`src/verilog/charger_setup_regs.vh`:
```
`ifndef CHARGER_SETUP_REGS_VH
`define CHARGER_SETUP_REGS_VH
// ****************************************
// register offsets
// ****************************************
`define OFS_CABLE_COMP 8'h01
`define OFS_CURRENT_LIMIT_SETUP 8'h02
`define OFS_PORT_MODE_SETUP 8'h03
`define OFS_CONFIG_DONE_CONTROL 8'h04
`define OFS_SAMPLE_TRIGGER 8'h05
// ****************************************
// field positions
// ****************************************
`define GAIN_MSB 4
`define GAIN_LSB 0
`define THRESH_MSB 2
`define THRESH_LSB 0
`define RETRY_SEL_BIT 4
`define RETRY_PERIOD_MSB 7
`define RETRY_PERIOD_LSB 6
`define CHG_DET_MSB 5
`define CHG_DET_LSB 4
`define TYPEC_DIS_BIT 3
`define VCONN_EN_BIT 2
`define SRC_CUR_MSB 1
`define SRC_CUR_LSB 0
`define CONFIGURED_BIT 0
`define SAMPLE_REQ_BIT 0
// ****************************************
// reset values and decodes
// ****************************************
`define RST_CABLE_COMP 8'h00
`define RST_CURRENT_LIMIT_SETUP 8'h07
`define RST_PORT_MODE_SETUP 8'h05
`define RST_CONFIG_DONE_CONTROL 8'h00
`define RST_SAMPLE_TRIGGER 8'h00
`define RST_READ_DATA 8'h00
`define MASK_CABLE_COMP 8'h1F
`define MASK_CURRENT_LIMIT_SETUP 8'h17
`define MASK_CONFIG_DONE_CONTROL 8'h01
`define CHG_DET_SDP 2'h0
`define CHG_DET_CDP 2'h1
`define COMP_STEP_MOHM 10'h012
`endif

```
`src/verilog/sample_handshake.v`:
```
`timescale 1ns/1ps
`default_nettype none
// holds one sample request until the converter reports done
module sample_handshake (
  input wire i_clk,
  input wire i_nrst,
  input wire i_set,
  input wire i_done,
  output wire o_busy,
  output wire o_start
);
  reg busy_q;
  reg started_q;
  // set wins over done so a fresh request is never lost
  always @(posedge i_clk) begin
    if (!i_nrst) begin
      busy_q <= 1'b0;
      started_q <= 1'b0;
    end else if (i_set) begin
      busy_q <= 1'b1;
      started_q <= 1'b0;
    end else if (busy_q && i_done) begin
      busy_q <= 1'b0;
    end else if (busy_q) begin
      started_q <= 1'b1;
    end
  end
  assign o_busy = busy_q;
  assign o_start = busy_q && !started_q;
endmodule
`default_nettype wire

```
`src/verilog/usb_charger_setup_registers.v`:
```
`timescale 1ns/1ps
`default_nettype none
`include "charger_setup_regs.vh"
module usb_charger_setup_registers (
  input wire i_clk,
  input wire i_nrst,
  input wire i_wr_en,
  input wire i_rd_en,
  input wire [7:0] i_addr,
  input wire [7:0] i_wdata,
  output reg [7:0] o_rdata,
  output wire o_addr_valid,
  input wire i_sample_done,
  output wire o_sample_start,
  output reg [4:0] o_comp_gain_code,
  output reg [9:0] o_comp_resistance_mohm,
  output reg [2:0] o_usb_current_threshold_code,
  output reg o_bus_limit_undervoltage_fault_en,
  output reg [1:0] o_fault_retry_period,
  output reg o_chg_det_sdp,
  output reg o_chg_det_cdp,
  output reg o_chg_det_reserved,
  output reg o_typec_detect_disable,
  output reg o_cable_power_passthru_enable,
  output reg [1:0] o_advertised_source_current,
  output reg o_converter_enable
);
  // ****************************************
  // reset images of the decoded outputs
  // ****************************************
  // derived from the register reset words so the decoded outputs and
  // the readback can never disagree straight after reset
  localparam [7:0] COMP_RST = `RST_CABLE_COMP;
  localparam [7:0] LIMIT_RST = `RST_CURRENT_LIMIT_SETUP;
  localparam [7:0] PORT_RST = `RST_PORT_MODE_SETUP;
  localparam [7:0] DONE_RST = `RST_CONFIG_DONE_CONTROL;
  localparam [1:0] PORT_RST_DET = PORT_RST[`CHG_DET_MSB:`CHG_DET_LSB];
  localparam [9:0] COMP_RST_MOHM = {5'h00, COMP_RST[`GAIN_MSB:`GAIN_LSB]} * `COMP_STEP_MOHM;
  // ****************************************
  // storage
  // ****************************************
  reg [7:0] comp_q;
  reg [7:0] limit_q;
  reg [7:0] port_q;
  reg [7:0] done_q;
  wire sample_busy;
  wire wr_comp;
  wire wr_limit;
  wire wr_port;
  wire wr_done;
  wire wr_sample;
  wire [1:0] det_code;
  // one strobe per register; a write to a hole matches none of them
  assign wr_comp = i_wr_en && (i_addr == `OFS_CABLE_COMP);
  assign wr_limit = i_wr_en && (i_addr == `OFS_CURRENT_LIMIT_SETUP);
  assign wr_port = i_wr_en && (i_addr == `OFS_PORT_MODE_SETUP);
  assign wr_done = i_wr_en && (i_addr == `OFS_CONFIG_DONE_CONTROL);
  // writing zero to the trigger is a no-op, only a one starts a sample
  assign wr_sample = i_wr_en && (i_addr == `OFS_SAMPLE_TRIGGER) && i_wdata[`SAMPLE_REQ_BIT];
  assign o_addr_valid = (i_addr >= `OFS_CABLE_COMP) && (i_addr <= `OFS_SAMPLE_TRIGGER);
  assign det_code = port_q[`CHG_DET_MSB:`CHG_DET_LSB];
  // gain register; upper bits are not stored so they read back zero
  always @(posedge i_clk) begin
    if (!i_nrst) begin
      comp_q <= `RST_CABLE_COMP;
    end else if (wr_comp) begin
      comp_q <= i_wdata & `MASK_CABLE_COMP;
    end
  end
  // current-limit setup; bits 7:5 and 3 are holes and stay zero
  always @(posedge i_clk) begin
    if (!i_nrst) begin
      limit_q <= `RST_CURRENT_LIMIT_SETUP;
    end else if (wr_limit) begin
      limit_q <= i_wdata & `MASK_CURRENT_LIMIT_SETUP;
    end
  end
  // port setup; every bit is a field, so no mask
  always @(posedge i_clk) begin
    if (!i_nrst) begin
      port_q <= `RST_PORT_MODE_SETUP;
    end else if (wr_port) begin
      port_q <= i_wdata;
    end
  end
  // configured flag; software may clear it again to stop the converter
  always @(posedge i_clk) begin
    if (!i_nrst) begin
      done_q <= `RST_CONFIG_DONE_CONTROL;
    end else if (wr_done) begin
      done_q <= i_wdata & `MASK_CONFIG_DONE_CONTROL;
    end
  end
  // ****************************************
  // sample request
  // ****************************************
  // request bit lives in the handshake so hardware can clear it
  sample_handshake u_sample (
    .i_clk(i_clk),
    .i_nrst(i_nrst),
    .i_set(wr_sample),
    .i_done(i_sample_done),
    .o_busy(sample_busy),
    .o_start(o_sample_start)
  );
  // ****************************************
  // read path
  // ****************************************
  // registered so the data holds until the next read; holes read zero
  always @(posedge i_clk) begin
    if (!i_nrst) begin
      o_rdata <= `RST_READ_DATA;
    end else if (i_rd_en) begin
      case (i_addr)
        `OFS_CABLE_COMP: o_rdata <= comp_q;
        `OFS_CURRENT_LIMIT_SETUP: o_rdata <= limit_q;
        `OFS_PORT_MODE_SETUP: o_rdata <= port_q;
        `OFS_CONFIG_DONE_CONTROL: o_rdata <= done_q;
        `OFS_SAMPLE_TRIGGER: o_rdata <= {7'h00, sample_busy};
        default: o_rdata <= 8'h00;
      endcase
    end
  end
  // ****************************************
  // decoded controls, registered for clean outputs
  // ****************************************
  // every control follows its register one edge later, so a write
  // shows on the pins two edges after the strobe; the extra flop
  // keeps the decode glitch-free toward the analog side
  // gain code as stored
  always @(posedge i_clk) begin
    if (!i_nrst) begin
      o_comp_gain_code <= COMP_RST[`GAIN_MSB:`GAIN_LSB];
    end else begin
      o_comp_gain_code <= comp_q[`GAIN_MSB:`GAIN_LSB];
    end
  end
  // emulated cable resistance; product fits 10 bits: 31 * 18 = 558
  always @(posedge i_clk) begin
    if (!i_nrst) begin
      o_comp_resistance_mohm <= COMP_RST_MOHM;
    end else begin
      o_comp_resistance_mohm <= {5'h00, comp_q[`GAIN_MSB:`GAIN_LSB]} * `COMP_STEP_MOHM;
    end
  end
  // usb dc current threshold code
  always @(posedge i_clk) begin
    if (!i_nrst) begin
      o_usb_current_threshold_code <= LIMIT_RST[`THRESH_MSB:`THRESH_LSB];
    end else begin
      o_usb_current_threshold_code <= limit_q[`THRESH_MSB:`THRESH_LSB];
    end
  end
  // undervoltage fault is live while the retry select bit is clear
  always @(posedge i_clk) begin
    if (!i_nrst) begin
      o_bus_limit_undervoltage_fault_en <= !LIMIT_RST[`RETRY_SEL_BIT];
    end else begin
      o_bus_limit_undervoltage_fault_en <= !limit_q[`RETRY_SEL_BIT];
    end
  end
  // retry timer length passes straight through
  always @(posedge i_clk) begin
    if (!i_nrst) begin
      o_fault_retry_period <= PORT_RST[`RETRY_PERIOD_MSB:`RETRY_PERIOD_LSB];
    end else begin
      o_fault_retry_period <= port_q[`RETRY_PERIOD_MSB:`RETRY_PERIOD_LSB];
    end
  end
  // charge detect one-hot; both reserved codes raise the same flag
  always @(posedge i_clk) begin
    if (!i_nrst) begin
      o_chg_det_sdp <= (PORT_RST_DET == `CHG_DET_SDP);
      o_chg_det_cdp <= (PORT_RST_DET == `CHG_DET_CDP);
      o_chg_det_reserved <= PORT_RST_DET[1];
    end else begin
      o_chg_det_sdp <= (det_code == `CHG_DET_SDP);
      o_chg_det_cdp <= (det_code == `CHG_DET_CDP);
      o_chg_det_reserved <= det_code[1];
    end
  end
  // type-c detection disable
  always @(posedge i_clk) begin
    if (!i_nrst) begin
      o_typec_detect_disable <= PORT_RST[`TYPEC_DIS_BIT];
    end else begin
      o_typec_detect_disable <= port_q[`TYPEC_DIS_BIT];
    end
  end
  // advertised source current code
  always @(posedge i_clk) begin
    if (!i_nrst) begin
      o_advertised_source_current <= PORT_RST[`SRC_CUR_MSB:`SRC_CUR_LSB];
    end else begin
      o_advertised_source_current <= port_q[`SRC_CUR_MSB:`SRC_CUR_LSB];
    end
  end
  // gated by the configured flag too: no cable power before setup,
  // at the cost of the enable bit alone not showing on the pin
  always @(posedge i_clk) begin
    if (!i_nrst) begin
      o_cable_power_passthru_enable <= PORT_RST[`VCONN_EN_BIT] && DONE_RST[`CONFIGURED_BIT];
    end else begin
      o_cable_power_passthru_enable <= port_q[`VCONN_EN_BIT] && done_q[`CONFIGURED_BIT];
    end
  end
  // converter stays off until software declares setup complete
  always @(posedge i_clk) begin
    if (!i_nrst) begin
      o_converter_enable <= DONE_RST[`CONFIGURED_BIT];
    end else begin
      o_converter_enable <= done_q[`CONFIGURED_BIT];
    end
  end
endmodule
`default_nettype wire

```
`config.mk`:
```
export PLATFORM = sky130hd
export DESIGN_NAME = usb_charger_setup_registers
export DESIGN_NICKNAME = d
export VERILOG_FILES = /design/src/verilog/sample_handshake.v /design/src/verilog/usb_charger_setup_registers.v
export VERILOG_INCLUDE_DIRS = /design/src /design/src/verilog
export SDC_FILE = /design/constraint.sdc
export NUM_CORES = 1
export LEC_CHECK = 0
export BUFFER_PORTS_ARGS = -buffer_cell sky130_fd_sc_hd__buf_2
export CAP_MARGIN = 10
export CORE_AREA = 3 3 68 70
export DETAILED_ROUTE_END_ITERATION = 6
export DIE_AREA = 0 0 71 73
export MAX_ROUTING_LAYER = met4
export PLACE_DENSITY = 0.78
export SLEW_MARGIN = 20
export SYNTH_ARGS = -nofsm -noshare
export SYNTH_HDL_FRONTEND = slang
export SYNTH_SLANG_ARGS = --single-unit
```
`constraint.sdc`:
```
create_clock -name i_clk -period 1.78 [get_ports i_clk]
set_input_delay 0.356 -clock i_clk [delete_from_list [all_inputs] [get_ports i_clk]]
set_output_delay 0.356 -clock i_clk [all_outputs]
set_load 0.05 [all_outputs]
```
---- After elaboration in Yosys (flattened, before gate mapping) ----
Index checks and enable logic that the tools add are counted.
cells by class
  $add $sub $neg .......................... 0
  $mul .................................... 1
  div/mod/pow operators ................... 0
  $lt $le $gt $ge ......................... 2
  equal/unequal tests ..................... 6
  shift-type cells ........................ 0
  multiplexer cells ....................... 3
  bitwise gates (word level) .............. 2
  reductions and logical operators ........ 16
operators by type and width
  operator             count
  $pmux 8 s5           1
  $eq 8x2->1 const B   2
  $eq 8x3->1 const B   2
  $logic_and 1x1->1    10
  $mul 5x4->9 const B  1
  $eq 8x1->1 const B   1
  $ge 8x1->1 const B   1
  $le 8x3->1 const B   1
  $eq 2x1->1 const B   1
  $logic_not 1->1      2
  $logic_not 2->1      1
  $mux 1               2
  $not 1->1            2
  $reduce_and 2->1     1
  $reduce_bool 2->1    1
  $reduce_or 2->1      1
storage, ports and cells
  register bits after elaboration ......... 57
  latch bits .............................. 0
  bits in writable memories ............... 0
  ROM bits ................................ 0
  input port bits ......................... 21
  output and inout port bits .............. 39
  word-level logic and storage cells ...... 50
  memories kept ........................... 0

---- Logic depth before layout (Yosys ltp) ----
  word-level depth ........................ 4
  mapped depth ............................ 6
  gate-level depth less buffers ........... 6

---- Cells and area by module ----
From an unflattened synthesis, not the netlist that was laid out.
second synthesis, totals
  cells, all modules ...................... 195
  area, all modules ....................... 2100.8 µm²
modules (own cells, without submodules)
  module                       times used  cells each  area each (µm²)  sequential area each (µm²)
  usb_charger_setup_registers  1           186         2006.9           1021.0
  sample_handshake             1           9           93.8             40.0

---- Worst setup path after synthesis ----
No wires, ideal clock.
  kind .................................... register -> register
  from .................................... register comp_q[4]
  to ...................................... register o_comp_resistance_mohm[7]
  library setup time ...................... 0.115 ns
  arrival ................................. 1.465 ns
  data required time ...................... 1.665 ns
  path slack .............................. 0.200 ns
  cell stages (with the launch flop) ...... 6
  path buffers ............................ 0
  period minus slack after synthesis ...... 1.580 ns
  path through ............................ dfxtp_1 -> ha_1 -> ha_1 -> fa_1 -> xor2_1 -> and2_1
between the ends
  longest elaborated chain between the ends .. 1
ends and longest elaborated chain
  what                          RTL line                           RTL
  from (decl)                   usb_charger_setup_registers.v:42   reg [7:0] comp_q;
  from (signal assigned)        usb_charger_setup_registers.v:65   comp_q <= `RST_CABLE_COMP;
  from (signal assigned)        usb_charger_setup_registers.v:67   comp_q <= i_wdata & `MASK_CABLE_COMP;
  $mul 5x4->9 (no source line)  --
  to (signal assigned)          usb_charger_setup_registers.v:143  o_comp_resistance_mohm <= {5'h00, comp_q[`GAIN_MSB:`GAIN_LSB]} * `COMP_STEP_MOHM;
  to (decl)                     usb_charger_setup_registers.v:16   output reg [9:0] o_comp_resistance_mohm,
Every way passes these cells.
A chain may end at the register's enable or synchronous reset.

---- Worst setup path in the final report ----
Same ends and word-level chain as after synthesis.

==> reports/metrics.cfg <==
[global_route]
antenna_found_initial=0
grt_overflow=0
grt_pass1_vias=1532
grt_start_max_net_pins=16
groute.usage.overall_pct=17.7
grt_pass1_wl_um=7020

[die]
initial_core_util_pct=50.2
dieArea_um2=5180
core_um2=4030
die-height_um=73
ios=60
placementRows=23
fp.dieW_um=71

[placed_design]
dp_hpwl_um=3200
place_congestion=0.875
place_ws_ns=0.108
dpl_cell_area_um2=2370
port_buffers=58

[min_path]
whs_endpoint=o_rdata[0]
holdPathStages=2
min_from=i_rd_en
min_path_type=input port to flip-flop

[synth]
synthTopCellsByCount=53 x dfxtp_1, 25 x nand2_1, 21 x and2_1, 15 x o21ai_0
synth_edf_count=0
syn_area_um2=2020
synth_top_area_cell=dfxtp_1
synth_ff_type=dfxtp_1
synth.avg_cell_area_um2=10.0
yosysWarnings=0
async_flop_share_pct=0
synth_area_leaders=dfxtp_1 52%, and2_1 6.5%, nand2_1 4.6%
synth.yosys.seq_area_share_pct=52.4
synth_cell_type_count=41
ys_ff_latch=53
synth_nets=228
synthCells=202
yosysMostFrequentCell=dfxtp_1
synth_top_cell_area_share_pct=52.4

[clocking]
clock-root-buffer=clkbuf_8
path_clk_slew_ns=0.09
clock_latency_ns=0.30
postCtsSetupRepairBufs=0
holdBufCountCts=0
htree_levels=2
cts_resized=0
cts_max_path_buffers=2
cts.sinks=53
cts_inserted_buffers=5
cts_tree=yes

[run]
drv_cap=0

[routing]
routedWlPerCell_um=13.5
num_vias=1580
viasPerCell=5.03
drt_iter0_drc=110
antenna_left=0
drc_errors=0
wirelength_um=4250
dr.pass1.iters=4

[sta]
finalCriticalPeriod_ns=1.71
finalHoldViolCount=0
setup_viol=0
rsz0062_at_grt=false
fin_skew_ns=0.00769
fmax_ghz=0.583
fin_ws_ns=0.0657
fin_tns_setup_ns=0
final.period_utilization_pct=96.3
finalMaxSlewViolations=0

[worst_setup_path]
worst-r2r-setup-slack_ns=0.07
cp.arrival_ns=1.92
worstPathCellList=ha_1 > ha_1 > fa_1 > xor2_1 > and2_1
path_buf_inv=0
cp_slowest_stage_delay_ns=0.42
start_kind=flip-flop
cp_max_fo=4
crit_type=flip-flop to flip-flop
crit_top_cell=ha_1
critPathTopFamily=adder cells
critical_path_required_ns=1.99
cp_slowest_cell=dfxtp_1
r2r-start=comp_q[4]
ff2ff_path_depth=5
r2r_end=o_comp_resistance_mohm[7]
endpoint_kind=flip-flop

[finish]
syn_to_final_growth_pct=21.5
diodes=0
final_area_um2=2460
final_net_count=289
drive_above_1_share_pct=31.4

[power_and_ir_drop]
leakage_uw=0.00115
power.density_nw_per_um2=794
ir_drop_uv=443

[outcome]
status=completed

==> flip-flops by register name, summed over array words and instances, names as in the netlist, 2 cells and up <==
register	count
port_q	8
o_advertised_source_current	2
comp_q	5
o_usb_current_threshold_code	3
o_comp_resistance_mohm	6
o_comp_gain_code	5
o_fault_retry_period	2
o_rdata	8
limit_q	4
==> worst max-delay path by stage <==
stage / from / slack (ns) / end / depth (start not counted)
floorplan: comp_q[4] / 0.20 / o_comp_resistance_mohm[7] / 5
global placement: comp_q[4] / 0.17 / o_comp_resistance_mohm[7] / 5
detailed placement: comp_q[4] / 0.11 / o_comp_resistance_mohm[7] / 5
CTS: comp_q[4] / 0.08 / o_comp_resistance_mohm[7] / 5
global route: comp_q[4] / 0.02 / o_comp_resistance_mohm[7] / 5
finish: comp_q[4] / 0.07 / o_comp_resistance_mohm[7] / 5
==> routing by layer <==
metal / routed length (um) / GRT usage [%] / vias to the layer above
li1: - / - / 803
met3: 217 / 4.55 / 6
met5: 0 / - / -
met2: 1990 / 27.5 / 44
met4: 53 / 5.85 / 0
met1: 1980 / 22.5 / 727
==> stage by stage <==
stage / hold slack, ns / total power, uW / util (%) / instances
6_report: 0.270 / 1950 / 61.0 / 314
5_1_grt: 0.279 / 2020 / 61.0 / 314
4_1_cts: 0.258 / 1970 / 61.0 / 314
3_5_place_dp: 0.401 / 1330 / 58.9 / 306
3_3_place_gp: 0.404 / 1330 / 58.9 / 306
2_1_floorplan: 0.374 / 1280 / - / 202
==> logic make-up (layout without fill, tap and decap cells) <==
group | count (synthesis) | in the layout | share of synthesized area (%)
simple gates | 84 | 84 | 23.4
buf+inv | 15 | 77 | 3.96
xor+xnor | 2 | 2 | 0.866
fa+ha+maj | 5 | 5 | 3.46
flops | 53 | 53 | 52.4
compound gates | 32 | 32 | 10.2
other cells | 1 | 1 | 0.185
mux | 10 | 10 | 5.44
==> layout by cell type, fill, tap and decap left out, types with 4 or more instances in the layout <==
cell,n
buf_2,58
dfxtp_1,53
nand2_1,25
and2_1,21
o21ai_0,15
buf_4,10
nor2b_1,7
nand2b_1,7
mux2_2,5
clkbuf_8,5
nand4_1,4
nand3_1,4
ha_1,4
==> power by group <==
part | leakage [uW] | switching [uW] | internal, uW | total (uW)
sequential | 0.000427 | 1.12 | 1190 | 1190
combinational | 0.000678 | 68.9 | 46.6 | 116
clock | 0.0000450 | 373 | 273 | 647
total | 0.00115 | 443 | 1510 | 1950
==> cell type report <==
type	count	area [um^2]
tap	50	62.6
clock inverter	2	10.0
clock buffer	6	72.6
fill	373	1570
multi-input combinational	134	882
sequential	53	1060
inverter	1	3.75
timing repair buffer	68	365
No activity file was read; power rests on OpenSTA's default activity.
